`config.mk`:
```
export PLATFORM = sky130hd
export DESIGN_NAME = gcr_global_config
export DESIGN_NICKNAME = d
export VERILOG_FILES = /design/src/design/gcr_pkg.sv /design/src/design/gcr_diag_gate.sv /design/src/design/gcr_global_config.sv
export SDC_FILE = /design/constraint.sdc
export NUM_CORES = 1
export LEC_CHECK = 0
export CAP_MARGIN = 20
export CORE_UTILIZATION = 57
export DETAILED_ROUTE_END_ITERATION = 7
export DONT_BUFFER_PORTS = 1
export PLACE_DENSITY = 0.75
export SYNTH_ARGS = -nofsm -noshare
export SYNTH_HDL_FRONTEND = slang
export SYNTH_SLANG_ARGS = --single-unit
```
`constraint.sdc`:
```
create_clock -name clk -period 1.6 [get_ports clk]
set_input_delay 0 -clock clk [delete_from_list [all_inputs] [get_ports clk]]
set_output_delay 0 -clock clk [all_outputs]
set_load 0.01 [all_outputs]
```
`src/design/gcr_pkg.sv`:
```
// Purpose: constants for the global configuration register block
// Assumes: AXI4-Lite byte addressing, 32-bit data
// Notes: eight-channel diagnostics, one byte each
package gcr_pkg;
   localparam int GCR_CHANNELS = 8;
   // ===========================================
   // register byte addresses
   localparam logic [7:0] GCR_ADDR_CONFIG = 8'h68;
   localparam logic [7:0] GCR_ADDR_DIAG_BASE = 8'h00;
   localparam logic [7:0] GCR_ADDR_COLD = 8'h20;
   localparam logic [7:0] GCR_ADDR_COLD_CLR = 8'h24;
   localparam logic [7:0] GCR_ADDR_STATUS = 8'h28;
   // ===========================================
   // configuration field positions
   localparam int GCR_BIT_FREEZE = 7;
   localparam int GCR_BIT_REALIGN = 6;
   localparam int GCR_BIT_HWRST_DIS = 5;
   localparam int GCR_BIT_LED_EN = 4;
   localparam int GCR_BIT_RESERVED = 3;
   localparam int GCR_BIT_GATE_DIS = 2;
   localparam int GCR_BIT_OL_DIS = 1;
   localparam int GCR_BIT_SOFT_RST = 0;
   localparam logic [7:0] GCR_CONFIG_RESET = 8'h00;
   // ===========================================
   // channel diagnostic field positions
   localparam int GCR_DIAG_GATE = 0;
   localparam int GCR_DIAG_OLA = 1;
   localparam int GCR_DIAG_OLI = 2;
   localparam logic [7:0] GCR_DIAG_RESET = 8'h00;
   localparam logic [7:0] GCR_GATE_MASK = 8'h01;
   localparam logic [7:0] GCR_OL_MASK = 8'h06;
   // ===========================================
   // bus answers
   localparam logic [1:0] GCR_RESP_OKAY = 2'b00;
   localparam logic [1:0] GCR_RESP_SLVERR = 2'b10;
   // ===========================================
   // transfer realign timing
   localparam int GCR_REALIGN_NS = 100;
   localparam int GCR_CLK_NS = 10;
   localparam int GCR_REALIGN_CYCLES = (GCR_REALIGN_NS + GCR_CLK_NS - 1) / GCR_CLK_NS;
   typedef enum logic [1:0] {GCR_XFER_RUN, GCR_XFER_WAIT_HIGH, GCR_XFER_REALIGN} gcr_xfer_type;
endpackage

```
`src/design/gcr_diag_gate.sv`:
```
// Purpose: per-channel diagnostic byte with masking and freeze
// Assumes: raw flags synchronous to clk
// Notes: one instance per channel
`timescale 1ns/1ps
module gcr_diag_gate
   import gcr_pkg::*;
(
   // clock and reset
   input wire logic clk,
   input wire logic rst,
   // control
   input wire logic clearAll,
   input wire logic hold,
   input wire logic gateDisable,
   input wire logic openLoadDisable,
   // raw flags
   input wire logic [7:0] rawDiag,
   // stored value
   output logic [7:0] diagValue
);
   logic [7:0] next_diagValue;

   // ===========================================
   // masking
   always_comb begin
      next_diagValue = rawDiag;
      if (gateDisable) begin
         next_diagValue = next_diagValue & ~GCR_GATE_MASK;
      end
      if (openLoadDisable) begin
         next_diagValue = next_diagValue & ~GCR_OL_MASK;
      end
   end

   // ===========================================
   // storage
   always_ff @(posedge clk) begin
      if (rst || clearAll) begin
         diagValue <= GCR_DIAG_RESET;
      end else if (!hold) begin
         diagValue <= next_diagValue;
      end
   end
endmodule

```
`src/design/gcr_global_config.sv`:
```
// Behaviour
// - freeze bit set: diagnostics held from frame-align fall to next rise
// - freeze bit clear: diagnostics update whatever the frame-align level
// - cold-lamp read bits may still be cleared while frozen
// - freeze bit ignored whenever realign enable is set
// - realign on: frame-align edges only realign the transfer
// - realign on: drive data crosses only while frame-align high
// - realign on: host pulses frame-align low; device realigns transfer on that pulse
// - latch-strobe hardware reset honoured unless hardware-reset disable or LED matrix enable set
// - LED matrix enable runs serial matrix and masks hardware reset
// - gate-fault disable keeps gate faults out of channel diagnostics
// - open-load disable keeps both open-load flags out of diagnostics
// - soft reset clears user registers, restarts transfer, self-clears
//
// Purpose: global configuration register with AXI4-Lite access
// Assumes: frameAlign and latchStrobe synchronous to clk
// Notes: hwReset and latch reset are synchronous pulses
`timescale 1ns/1ps
module gcr_global_config
   import gcr_pkg::*;
#(
   parameter int CHANNELS = GCR_CHANNELS
)
(
   // clock and reset
   input wire logic clk,
   input wire logic rst,
   // axi4-lite write address
   input wire logic [7:0] s_axi_awaddr,
   input wire logic s_axi_awvalid,
   output logic s_axi_awready,
   // axi4-lite write data
   input wire logic [31:0] s_axi_wdata,
   input wire logic [3:0] s_axi_wstrb,
   input wire logic s_axi_wvalid,
   output logic s_axi_wready,
   // axi4-lite write response
   output logic [1:0] s_axi_bresp,
   output logic s_axi_bvalid,
   input wire logic s_axi_bready,
   // axi4-lite read address
   input wire logic [7:0] s_axi_araddr,
   input wire logic s_axi_arvalid,
   output logic s_axi_arready,
   // axi4-lite read data
   output logic [31:0] s_axi_rdata,
   output logic [1:0] s_axi_rresp,
   output logic s_axi_rvalid,
   input wire logic s_axi_rready,
   // pins
   input wire logic frameAlign,
   input wire logic latchStrobeReset,
   // diagnostic sources
   input wire logic [CHANNELS*8-1:0] rawDiag,
   input wire logic [7:0] rawColdLamp,
   // drive path
   input wire logic [CHANNELS-1:0] driveIn,
   output logic [CHANNELS-1:0] driveOut,
   // device-wide effects
   output logic ledMatrixSerial,
   output logic userReset,
   output logic transferRestart
);
   logic [7:0] cfgReg;
   logic [CHANNELS*8-1:0] diagAll;
   logic [7:0] coldLamp;
   logic frameAlignDly;
   logic frozen;
   logic freezeActive;
   logic fallEdge;
   logic riseEdge;
   logic hwResetHit;
   logic clearAll;
   logic [7:0] awAddr;
   logic [31:0] wData;
   logic [3:0] wStrb;
   logic awHeld;
   logic wHeld;
   logic doWrite;
   logic [7:0] coldClear;
   gcr_xfer_type xferState;
   logic [7:0] realignCount;
   logic [7:0] next_coldLamp;

   assign fallEdge = frameAlignDly && !frameAlign;
   assign riseEdge = !frameAlignDly && frameAlign;
   assign freezeActive = cfgReg[GCR_BIT_FREEZE] && !cfgReg[GCR_BIT_REALIGN];
   assign hwResetHit = latchStrobeReset && !cfgReg[GCR_BIT_HWRST_DIS] && !cfgReg[GCR_BIT_LED_EN];
   assign clearAll = (doWrite && awAddr == GCR_ADDR_CONFIG && wStrb[0] && wData[GCR_BIT_SOFT_RST])
      || hwResetHit;
   assign doWrite = awHeld && wHeld && !s_axi_bvalid;

   // ===========================================
   // frame-align edge tracking
   always_ff @(posedge clk) begin
      if (rst) begin
         frameAlignDly <= 1'b1;
      end else begin
         frameAlignDly <= frameAlign;
      end
   end

   // ===========================================
   // freeze window
   always_ff @(posedge clk) begin
      if (rst || !freezeActive) begin
         frozen <= 1'b0;
      end else if (fallEdge) begin
         frozen <= 1'b1;
      end else if (riseEdge) begin
         frozen <= 1'b0;
      end
   end

   // ===========================================
   // channel diagnostics
   for (genvar ch = 0; ch < CHANNELS; ch++) begin : g_chan
      gcr_diag_gate u_gate (
         .clk(clk),
         .rst(rst),
         .clearAll(clearAll),
         .hold(frozen || (freezeActive && fallEdge)),
         .gateDisable(cfgReg[GCR_BIT_GATE_DIS]),
         .openLoadDisable(cfgReg[GCR_BIT_OL_DIS]),
         .rawDiag(rawDiag[ch*8 +: 8]),
         .diagValue(diagAll[ch*8 +: 8])
      );
   end

   // ===========================================
   // cold-lamp register, read bits clearable while frozen
   always_comb begin
      next_coldLamp = coldLamp & ~coldClear;
      if (!(frozen || (freezeActive && fallEdge))) begin
         next_coldLamp = next_coldLamp | rawColdLamp;
      end
   end

   always_ff @(posedge clk) begin
      if (rst || clearAll) begin
         coldLamp <= GCR_DIAG_RESET;
      end else begin
         coldLamp <= next_coldLamp;
      end
   end

   assign coldClear = (doWrite && awAddr == GCR_ADDR_COLD_CLR && wStrb[0]) ? wData[7:0] : 8'h00;

   // ===========================================
   // configuration register
   always_ff @(posedge clk) begin
      if (rst || hwResetHit) begin
         cfgReg <= GCR_CONFIG_RESET;
      end else if (doWrite && awAddr == GCR_ADDR_CONFIG && wStrb[0]) begin
         if (wData[GCR_BIT_SOFT_RST]) begin
            cfgReg <= GCR_CONFIG_RESET;
         end else begin
            cfgReg <= wData[7:0];
         end
      end
   end

   // ===========================================
   // cross-isolation transfer control
   always_ff @(posedge clk) begin
      if (rst || clearAll) begin
         xferState <= GCR_XFER_REALIGN;
         realignCount <= 8'(GCR_REALIGN_CYCLES);
      end else begin
         case (xferState)
            GCR_XFER_RUN: begin
               if (cfgReg[GCR_BIT_REALIGN] && fallEdge) begin
                  xferState <= GCR_XFER_WAIT_HIGH;
               end
            end
            GCR_XFER_WAIT_HIGH: begin
               if (frameAlign) begin
                  xferState <= GCR_XFER_REALIGN;
                  realignCount <= 8'(GCR_REALIGN_CYCLES);
               end
            end
            GCR_XFER_REALIGN: begin
               if (realignCount <= 8'h01) begin
                  xferState <= GCR_XFER_RUN;
               end else begin
                  realignCount <= realignCount - 8'h01;
               end
            end
            default: xferState <= GCR_XFER_RUN;
         endcase
      end
   end

   always_ff @(posedge clk) begin
      if (rst) begin
         driveOut <= '0;
      end else if (xferState == GCR_XFER_RUN && (!cfgReg[GCR_BIT_REALIGN] || frameAlign)) begin
         driveOut <= driveIn;
      end
   end

   always_ff @(posedge clk) begin
      if (rst) begin
         transferRestart <= 1'b0;
         userReset <= 1'b0;
         ledMatrixSerial <= 1'b0;
      end else begin
         transferRestart <= clearAll;
         userReset <= clearAll;
         ledMatrixSerial <= cfgReg[GCR_BIT_LED_EN];
      end
   end

   // ===========================================
   // axi4-lite write channel
   always_ff @(posedge clk) begin
      if (rst) begin
         awHeld <= 1'b0;
         wHeld <= 1'b0;
         awAddr <= 8'h00;
         wData <= 32'h0;
         wStrb <= 4'h0;
         s_axi_bvalid <= 1'b0;
         s_axi_bresp <= GCR_RESP_OKAY;
      end else begin
         if (s_axi_awvalid && s_axi_awready) begin
            awHeld <= 1'b1;
            awAddr <= s_axi_awaddr;
         end
         if (s_axi_wvalid && s_axi_wready) begin
            wHeld <= 1'b1;
            wData <= s_axi_wdata;
            wStrb <= s_axi_wstrb;
         end
         if (doWrite) begin
            s_axi_bvalid <= 1'b1;
            s_axi_bresp <= (awAddr == GCR_ADDR_CONFIG || awAddr == GCR_ADDR_COLD_CLR)
               ? GCR_RESP_OKAY : GCR_RESP_SLVERR;
         end else if (s_axi_bvalid && s_axi_bready) begin
            s_axi_bvalid <= 1'b0;
            awHeld <= 1'b0;
            wHeld <= 1'b0;
         end
      end
   end

   assign s_axi_awready = !awHeld;
   assign s_axi_wready = !wHeld;

   // ===========================================
   // axi4-lite read channel
   always_ff @(posedge clk) begin
      if (rst) begin
         s_axi_arready <= 1'b1;
         s_axi_rvalid <= 1'b0;
         s_axi_rdata <= 32'h0;
         s_axi_rresp <= GCR_RESP_OKAY;
      end else if (s_axi_arvalid && s_axi_arready) begin
         s_axi_arready <= 1'b0;
         s_axi_rvalid <= 1'b1;
         s_axi_rresp <= GCR_RESP_OKAY;
         s_axi_rdata <= 32'h0;
         if (s_axi_araddr == GCR_ADDR_CONFIG) begin
            s_axi_rdata <= {24'h0, cfgReg};
         end else if (s_axi_araddr == GCR_ADDR_COLD) begin
            s_axi_rdata <= {24'h0, coldLamp};
         end else if (s_axi_araddr == GCR_ADDR_STATUS) begin
            s_axi_rdata <= {28'h0, frozen, xferState == GCR_XFER_RUN, cfgReg[GCR_BIT_REALIGN], frameAlign};
         end else if (s_axi_araddr < GCR_ADDR_DIAG_BASE + 8'(CHANNELS * 4) && s_axi_araddr[1:0] == 2'b00) begin
            s_axi_rdata <= {24'h0, diagAll[s_axi_araddr[7:2]*8 +: 8]};
         end else begin
            s_axi_rresp <= GCR_RESP_SLVERR;
         end
      end else if (s_axi_rvalid && s_axi_rready) begin
         s_axi_rvalid <= 1'b0;
         s_axi_arready <= 1'b1;
      end
   end
endmodule

```
# --- Word level (Yosys, flattened, before mapping) ---
# Cells that the tools add are included.
# W data, S select, Z words.
word_totals:
  output_inout_bits: 52
  input_bits: 141
  wordCells: 140
  register_bits: 160
classes:
  order_cmp: 2
  n_eq_ne: 11
  bitwise: 3
  shift: 1
  n_reduce_logical: 45
  mux: 49
  n_addsub: 1
ops:
  columns: ["op", "n"]
  rows:
  - ["$mux W8", 9]
  - ["$shiftx A64 B10 Y8", 1]
  - ["$eq A8 B6 Y1 const B", 3]
  - ["$mux W3", 8]
  - ["$mux W1", 22]
  - ["$logic_and A1 B1 Y1", 21]
  - ["$eq A8 B7 Y1 const B", 2]
  - ["$mux W2", 8]
  - ["$pmux W8 S2", 1]
  - ["$logic_not A1 Y1", 9]
  - ["$and A8 B8 Y8", 1]
  - ["$le A8 B1 Y1 const B", 1]
  - ["$lt A8 B6 Y1 const B", 1]
  - ["$ne A2 B2 Y1 const B", 4]
  - ["$not A8 Y8", 1]
  - ["$or A8 B8 Y8", 1]
  - ["$reduce_bool A2 Y1", 4]
  - ["$sub A8 B1 Y8 const B", 1]
  - ["$logic_or A1 B1 Y1", 7]
  - ["$pmux W2 S3", 1]
  - ["$reduce_and A3 Y1", 2]
  - ["$logic_not A2 Y1", 2]
  - ["$eq A2 B1 Y1 const B", 1]
  - ["$eq A2 B2 Y1 const B", 1]

# --- Depth between registers and ports, before layout ---
# Gate-level depths: netlist of the first run.
logic_depth:
  word_depth: 9
  mapped_depth: 8
  depth_no_buf: 6

# --- Cells and area by module ---
# Synthesis of the first run repeated with hierarchy kept, for this count alone.
hier_totals:
  cells_unflattened: 687
  hier_area_um2: 6297.3
modules_own_cells:
  columns: ["mod", "area_each_um2", "seq_area_each_um2", "instances", "cells_per_inst"]
  rows:
  - ["gcr_global_config", 3814.9, 1381.3, 1, 447]
  - ["gcr_diag_gate", 310.3, 160.2, 8, 30]

# --- Least setup slack after synthesis of the first run ---
# Ideal clock, no wire load.
synth_path:
  path_type: "register to register"
  start: "register s_axi_bvalid"
  end: "register realignCount[3]"
  path_stages_with_launch: 7
  arrival_ns: 1.689
  synth_period_minus_slack_ns: 1.816
  path_slack_ns: -0.216
  n_path_buf: 2
  required_ns: 1.473
  setup_time_ns: 0.127
  path_cell_list: "dfxtp_1 -> and4b_1 -> and4_4 -> buf_6 -> a211o_1 -> buf_6 -> or3_1"
synth_between:
  elab_chain_len: 7
synth_rtl:
  columns: ["element", "line_no", "text"]
  rows:
  - ["from (decl)", "gcr_global_config.sv:39", "output logic s_axi_bvalid,"]
  - ["from (signal assigned)", "gcr_global_config.sv:223", "s_axi_bvalid <= 1'b0;"]
  - ["from (signal assigned)", "gcr_global_config.sv:236", "s_axi_bvalid <= 1'b1;"]
  - ["from (signal assigned)", "gcr_global_config.sv:240", "s_axi_bvalid <= 1'b0;"]
  - ["$logic_not A1 Y1", "gcr_global_config.sv:91", "assign doWrite = awHeld && wHeld && !s_axi_bvalid;"]
  - ["$logic_and A1 B1 Y1", "gcr_global_config.sv:91", null]
  - ["$logic_and A1 B1 Y1 (3 in series)", "gcr_global_config.sv:89", "assign clearAll = (doWrite && awAddr == GCR_ADDR_CONFIG && wStrb[0] && wData[GCR_BIT_SOFT_RST])"]
  - ["$logic_or A1 B1 Y1", "gcr_global_config.sv:90", "|| hwResetHit;"]
  - ["$logic_or A1 B1 Y1", "gcr_global_config.sv:166", "if (rst || clearAll) begin"]
  - ["to (signal assigned)", "gcr_global_config.sv:168", "realignCount <= 8'(GCR_REALIGN_CYCLES);"]
  - ["to (signal assigned)", "gcr_global_config.sv:179", "realignCount <= 8'(GCR_REALIGN_CYCLES);"]
  - ["to (signal assigned)", "gcr_global_config.sv:186", "realignCount <= realignCount - 8'h01;"]
  - ["to (decl)", "gcr_global_config.sv:82", "logic [7:0] realignCount;"]
# Every way passes these cells.
# A chain may end at the register's enable or synchronous reset.

# --- Worst setup path after layout of the first run ---
layout_path:
  start: "register realignCount[1]"
  end: "register realignCount[1]"
layout_between:
  elab_chain_len: 3
  elab_cells_between_ends: 6
  classes_between: "add/sub: 1; order compare: 1; eq/ne: 1; mux: 2; reduce/logical: 1"
layout_rtl:
  columns: ["element", "line_no"]
  rows:
  - ["$sub A8 B1 Y8 / $le A8 B1 Y1 (equally long branches)", "gcr_global_config.sv:186, gcr_global_config.sv:183"]
  - ["$mux W8 / $ne A2 B2 Y1 (equally long branches)", null]
  - ["$pmux W8 S2 / $reduce_and A3 Y1 (equally long branches)", null]
# Parallel ways exist; a longest one is shown, timed or not. The select of a mux whose other input is x is not followed.

==> flow_metrics.tcl, run 1 <==
set metrics [dict create \
    start_kind "flop" \
    avgSynthCellArea_sq_um 9.00 \
    fin_crit_ps 1680 \
    synth_top_flop_cell "dfxtp_1" \
    synth_area_sq_um 6190 \
    async_flop_share_pct 0 \
    grt_max_degree 67 \
    routed-via-count 5684 \
    first_iter_violations 482 \
    vias_per_cell 5.81 \
    area_growth_pct 36.7 \
    grt_pass1_wl_mm 28.6 \
    core_sq_um 10400 \
    drive_gt1_share_pct 20.6 \
    place.gp.congestion 0.817 \
    nNetsFinal 974 \
    dp.cells 812 \
    endpoint_kind "flop" \
    first_global_vias 5847 \
    p_leak_nw 3.40 \
    hpwl_mm 10.1 \
    critical_path_class "flop to flop" \
    clk_latency_ps 540 \
    clkPwrFrac_pct 46.6 \
    cts_tree "yes" \
    final.setup_skew_ps 12.5 \
    violations "negative setup slack" \
    cts_made_buffers 17 \
    firstDrtPassIters 5 \
    wirelength_mm 19.0 \
    die_h_um 106 \
    netSwitchingFraction_pct 24.0 \
    clockBufferDepth 2 \
    r2r_slack_ps -80 \
    synth-edff-count 0 \
    antennaDiodeCount 0 \
    synthDistinctLibCells 61 \
    hp-class "input port to flop" \
    finalHoldViolations 0 \
    critPathMaxFanout 4 \
    slew_headroom_pct 58.2 \
    final_max_slew_viol_count 0 \
    synthCells 688 \
    finish.utilization_pct 81.3 \
    worst_slack_ps -80.7 \
    power_frac_comb_pct 11.2 \
    max_slew.worst_pin.slew_ps 626 \
    fmax_ghz 0.595 \
    synth_seq_cells 133 \
    fillers 601 \
    rows 37 \
    die_width_um 106 \
    max-vdd-ir-drop_mv 0.920 \
    wl_per_cell_um 19.4 \
    p_int_mw 6.39 \
    power_density_nw_per_um2 994 \
    synth.yosys.seq_area_share_pct 43.0 \
    maxCapViolCount 0 \
    setup_viol_count_final 10 \
    seqPwrFrac_pct 42.1 \
    grt.total_usage_pct 33.3 \
    synth_warnings 0 \
    cp.required_ps 2030 \
    drc 0 \
    fin_cells 979 \
    overflow 0 \
    min_period_over_period_pct 105 \
    grt_antenna_before_repair 0 \
    arrival_ps 2110 \
    htreeDepth 4 \
    start_util_pct 59.5 \
    netSwitchingPower_mw 2.02 \
    ios 193 \
    rsz0062_at_grt "true" \
    cts.sinks 133 \
    drtAntennaViolNets 0 \
    status "complete, but fails checks" \
    root_buffer "clkbuf_8" \
    io_buffer_count 0 \
    clkSlewWorstSetupHoldPaths_ps 60 \
    die_area_sq_um 11300 \
]
==> sequential cells by signal, summed over array words and instances, names as in the netlist, 2 cells and up <==
signal	flops
g_chan.u_gate.diagValue	64
awAddr	8
coldLamp	8
driveOut	8
realignCount	8
s_axi_rdata	8
wData	8
cfgReg	7
xferState	2
==> layer usage <==
metal | GRT usage (%) | wire, um | vias up | part of all wire [%]
li1 | - | - | 2618 | -
met5 | 0 | 0 | - | 0
met4 | 18.8 | 730 | 0 | 3.8
met3 | 9.50 | 1320 | 62 | 7.0
met1 | 36.4 | 7340 | 2720 | 39
met2 | 57.8 | 9580 | 284 | 50
==> cells by family (layout without fill, tap and decap cells) <==
| family | Yosys count | after routing | synth area share [%] |
|---|---|---|---|
| adder cells (fa/ha/maj) | 3 | 3 | 0.606 |
| buffers and inverters | 89 | 218 | 8.52 |
| AND/OR/NAND/NOR | 258 | 258 | 20.2 |
| multiplexers | 50 | 50 | 11.1 |
| flip-flops | 133 | 133 | 43.0 |
| AO/OA/AOI/OAI | 150 | 151 | 16.0 |
| XOR/XNOR | 4 | 4 | 0.566 |
| other | 1 | 26 | 0.0605 |
==> layout by cell type, fill, tap and decap left out, drive strengths merged, types with 4 or more instances in the layout <==
cell type,instances
a211o,4
a211oi,4
a21o,6
a21oi,96
and2,5
buf,43
clkbuf,21
clkinv,5
clkinvlp,5
conb,26
dfxtp,133
dlygate4sd3,122
inv,17
mux2,8
mux2i,28
mux4,14
nand2,146
nand3b,26
nor2,35
nor2b,5
nor3,13
nor3b,6
o21ai,13
or3,6
==> through the flow <==
stage / hold slack, ps / cell area (sq um) / TNS, ps / total power, mW / worst slack [ps]
2_1_floorplan: 107 / 6310 / -1280 / 4.10 / -58.2
3_3_place_gp: 69.3 / 6360 / -22.8 / 4.12 / -22.8
3_5_place_dp: 73.6 / 6360 / -181 / 4.15 / -144
4_1_cts: 11.0 / 8270 / -37.7 / 8.33 / -37.7
5_1_grt: 52.7 / 8470 / -603 / 8.68 / -118
6_report: 40.2 / 8470 / -239 / 8.41 / -80.7
==> critical path, stage by stage (launching register included) <==
cell and delay (ps):
dfxtp_2 320, inv_1 110, ha_2 210, o21ba_4 140
a311oi_1 100, buf_4 180, or3_1 320, a21o_1 190
==> power by group through the flow <==
stage,clock [mW],combinational (mW),sequential [mW]
2_1_floorplan,0,0.516,3.58
3_3_place_gp,0,0.526,3.60
3_5_place_dp,0,0.543,3.60
4_1_cts,3.95,0.841,3.53
5_1_grt,4.12,1.01,3.56
6_report,3.92,0.945,3.54
==> synth_stat cells, drive strengths merged (4+ instances only) <==
cell type	count	area share (%)
a211oi	4	0.48
nand3b	26	3.2
nor3	13	1.6
nor2	35	2.1
clkbuf	28	1.7
or3	6	0.61
nor2b	5	0.50
mux4	14	5.1
nand2	146	8.8
o21ai	13	1.1
and2	5	0.50
buf	44	5.8
mux2	8	1.5
inv	17	1.0
a21o	6	0.73
a21oi	96	9.6
mux2i	28	4.5
nor3b	6	0.81
dfxtp	133	43
==> what timing repair did <==
| action | 4_1_cts | 5_1_grt |
|---|---|---|
| gates resized for setup | 4 | 33 |
| gates cloned | 0 | 4 |
| setup endpoints to repair | 19 | 96 |
| hold buffers | 126 | 1 |
| hold endpoints to repair | 133 | 2 |
| pin swaps | 5 | 2 |
| setup buffers | 3 | 3 |
==> worst paths after layout <==
path | start | endpoint | cells past startpoint
worst max-delay path | realignCount[1] | realignCount[1] | 7
worst min-delay path | s_axi_araddr[3] | s_axi_rdata[6] | 4
worst min register to register | g_chan[2].u_gate.diagValue[1] | g_chan[2].u_gate.diagValue[1] | 2
worst max register to register | realignCount[1] | realignCount[1] | 7
==> layout make-up <==
type	count	area, sq um	area share (%)
Multi-Input combinational cell	492	3250	38.4
Sequential cell	133	2670	31.5
Timing Repair Buffer	169	1720	20.3
Clock buffer	19	442	5.22
Tap cell	136	170	2.01
Clock inverter	13	156	1.85
Inverter	17	63.8	0.754
Note: power is estimated with default switching activity, not from simulation.
==> run 2, diff against run 1 <==
--- a/config.mk
+++ b/config.mk
@@ -5,11 +5,11 @@
 export SDC_FILE = /design/constraint.sdc
 export NUM_CORES = 1
 export LEC_CHECK = 0
-export CAP_MARGIN = 20
 export CORE_UTILIZATION = 57
 export DETAILED_ROUTE_END_ITERATION = 7
 export DONT_BUFFER_PORTS = 1
 export PLACE_DENSITY = 0.75
+export RECOVER_POWER = 50
 export SYNTH_ARGS = -nofsm -noshare
 export SYNTH_HDL_FRONTEND = slang
 export SYNTH_SLANG_ARGS = --single-unit
==> constraint.sdc (replaced) <==
create_clock -name clk -period 1.6 [get_ports clk]
set_input_delay 0 -clock clk [delete_from_list [all_inputs] [get_ports clk]]
set_output_delay 0 -clock clk [all_outputs]
set_load 0.05 [all_outputs]
==> run 2 against run 1 <==
Net effect:
- the flow still finishes with violations (negative setup slack)
- critical path depth is 2 lower
- sequential cell count stayed put
- final cell count is 1.2% higher
- setup slack better by 36 ps
- clock skew is 1.2 ps lower
- utilization is 0.13 points lower
- design area is 0.16% lower
- via count is 2.2% higher
- wire length is 0.81% higher
- register-to-register slack better by 70 ps
- critical endpoint is now s_axi_rdata[5]
- largest cell class unchanged
==> flow_metrics.tcl, run 2 (same netlist as run 1, synthesis figures left out) <==
set metrics [dict create \
    rows 37 \
    grt_pass1_wl_mm 28.1 \
    dp.cells 831 \
    fin_crit_ps 1640 \
    die_area_sq_um 11300 \
    antennaDiodeCount 0 \
    critical_path_class "input port to flop" \
    firstDrtPassIters 8 \
    place.gp.congestion 0.862 \
    drc 0 \
    largest-register "g_chan.u_gate.diagValue" \
    slowest_stage "dlygate4sd3_1" \
    clockBufferDepth 2 \
    p_leak_nw 3.37 \
    worst_path_largest_cell_delay_ps 760 \
    power_mw 8.34 \
    rsz0062_at_grt "true" \
    wl_met3_mm 1.18 \
    slew_headroom_pct 50.3 \
    status "complete, but fails checks" \
    dp_slack_ps -138 \
    final.setup_skew_ps 11.3 \
    start_kind "input port" \
    fin_hold_ws_ps 23.9 \
    wl_met2_mm 9.82 \
    worst_slack_ps -44.9 \
    largest_register_ffs 64 \
    grt.total_usage_pct 32.4 \
    die_width_um 106 \
    routed.top_layer "met4" \
    first_iter_violations 432 \
    die_h_um 106 \
    placed_area_sq_um 6510 \
    clk_latency_ps 550 \
    arrival_ps 2050 \
    crit_family "simple AND/OR/NAND/NOR gates" \
    crit_path_cell_trace "dlygate4sd3_1, nor3b_2, nand3_1, o21ai_0, a211oi_1" \
    cts.sinks 133 \
    cts_made_buffers 17 \
    root_buffer "clkbuf_8" \
    hp-class "input port to flop" \
    core_sq_um 10400 \
    r2r_slack_ps -10 \
    drive_gt1_share_pct 20.1 \
    final_cell_mix "nand2_1 (146), dfxtp_1 (128), dlygate4sd3_1 (117)" \
    fmax_ghz 0.608 \
    io_buffer_count 0 \
    endpoint_kind "flop" \
    routed-via-count 5807 \
    first_global_vias 5782 \
    maxCapViolCount 0 \
    fillers 627 \
    wirelength_mm 19.1 \
    grt_max_degree 68 \
    ios 193 \
    max_slew.worst_pin.slew_ps 746 \
    drtAntennaViolNets 0 \
    min_period_over_period_pct 103 \
    finalHoldViolations 0 \
    overflow 0 \
    cp.required_ps 2010 \
    violations "negative setup slack" \
    grt_antenna_before_repair 0 \
    wl_per_cell_um 19.3 \
    hpwl_mm 10.1 \
    vias_per_cell 5.86 \
    setup_viol_count_final 7 \
    max-vdd-ir-drop_mv 0.807 \
    cts_tree "yes" \
    cp_num_buf_inv 1 \
    final_area_sq_um 8450 \
    nNetsFinal 986 \
    wl_met1_mm 7.44 \
    critPathMaxFanout 11 \
    power_density_nw_per_um2 986 \
    start_util_pct 59.5 \
    fin_cells 991 \
    area_growth_pct 36.5 \
    final_max_slew_viol_count 0 \
    htreeDepth 4 \
    final_common_cell "nand2_1" \
    clkSlewWorstSetupHoldPaths_ps 60 \
    setup_tns_ps -81.4 \
    finish.utilization_pct 81.2 \
]
-- run 2: cell count changes in the layout (fill, tap and decap cells not counted), sizes merged --
cell          delta
a211o            +1
buf              -8
bufinv           -2
clkbuf          +28
clkinv           +1
clkinvlp         -3
dlygate4sd3      -5
dlymetal6s4s     -2
inv              +2
-- run 2: path summary, 6_finish.rpt --
path / startpoint / end / cells past startpoint
setup reg to reg: awAddr[7] / g_chan[6].u_gate.diagValue[3] / 5
hold reg to reg: g_chan[0].u_gate.diagValue[4] / g_chan[0].u_gate.diagValue[4] / 2
hold / removal: s_axi_araddr[3] / s_axi_rdata[6] / 4
setup / recovery: s_axi_araddr[4] / s_axi_rdata[5] / 5
-- run 2: what timing repair did --
item	4_1_cts	5_1_grt
setup buffers	3	2
gates resized for setup	6	33
hold buffers	118	0
pin swaps	6	12
cloned	1	5
endpoints found under the setup margin	57	89
hold endpoints to repair	133	0
-- run 2: layout make-up --
type / count / area [sq um] / area share [%]
multi-input cells: 493 / 3290 / 38.9
flip-flops and latches: 133 / 2670 / 31.6
repair buffers: 180 / 1700 / 20.1
clock buffers: 21 / 459 / 5.43
well taps: 136 / 170 / 2.01
clock inverters: 11 / 100 / 1.18
inverters: 17 / 63.8 / 0.755
-- run 2: tightest hold or removal path, stage by stage --
cell and delay, ps:
mux4_2 170, mux2_2 160, nand2_1 60, a21oi_1 120
-- run 2: metal layers --
metal / vias up / global-route usage (%)
met1: 2812 / 36.8
met5: - / 0
li1: 2650 / -
met3: 63 / 8.71
met4: 0 / 15.3
met2: 282 / 56.4
-- run 2: power by group --
part | total (mW) | internal [mW] | switching (mW)
logic | 1.12 | 0.493 | 0.622
clock network | 3.69 | 2.19 | 1.50
registers | 3.53 | 3.44 | 0.0888
total | 8.34 | 6.12 | 2.22
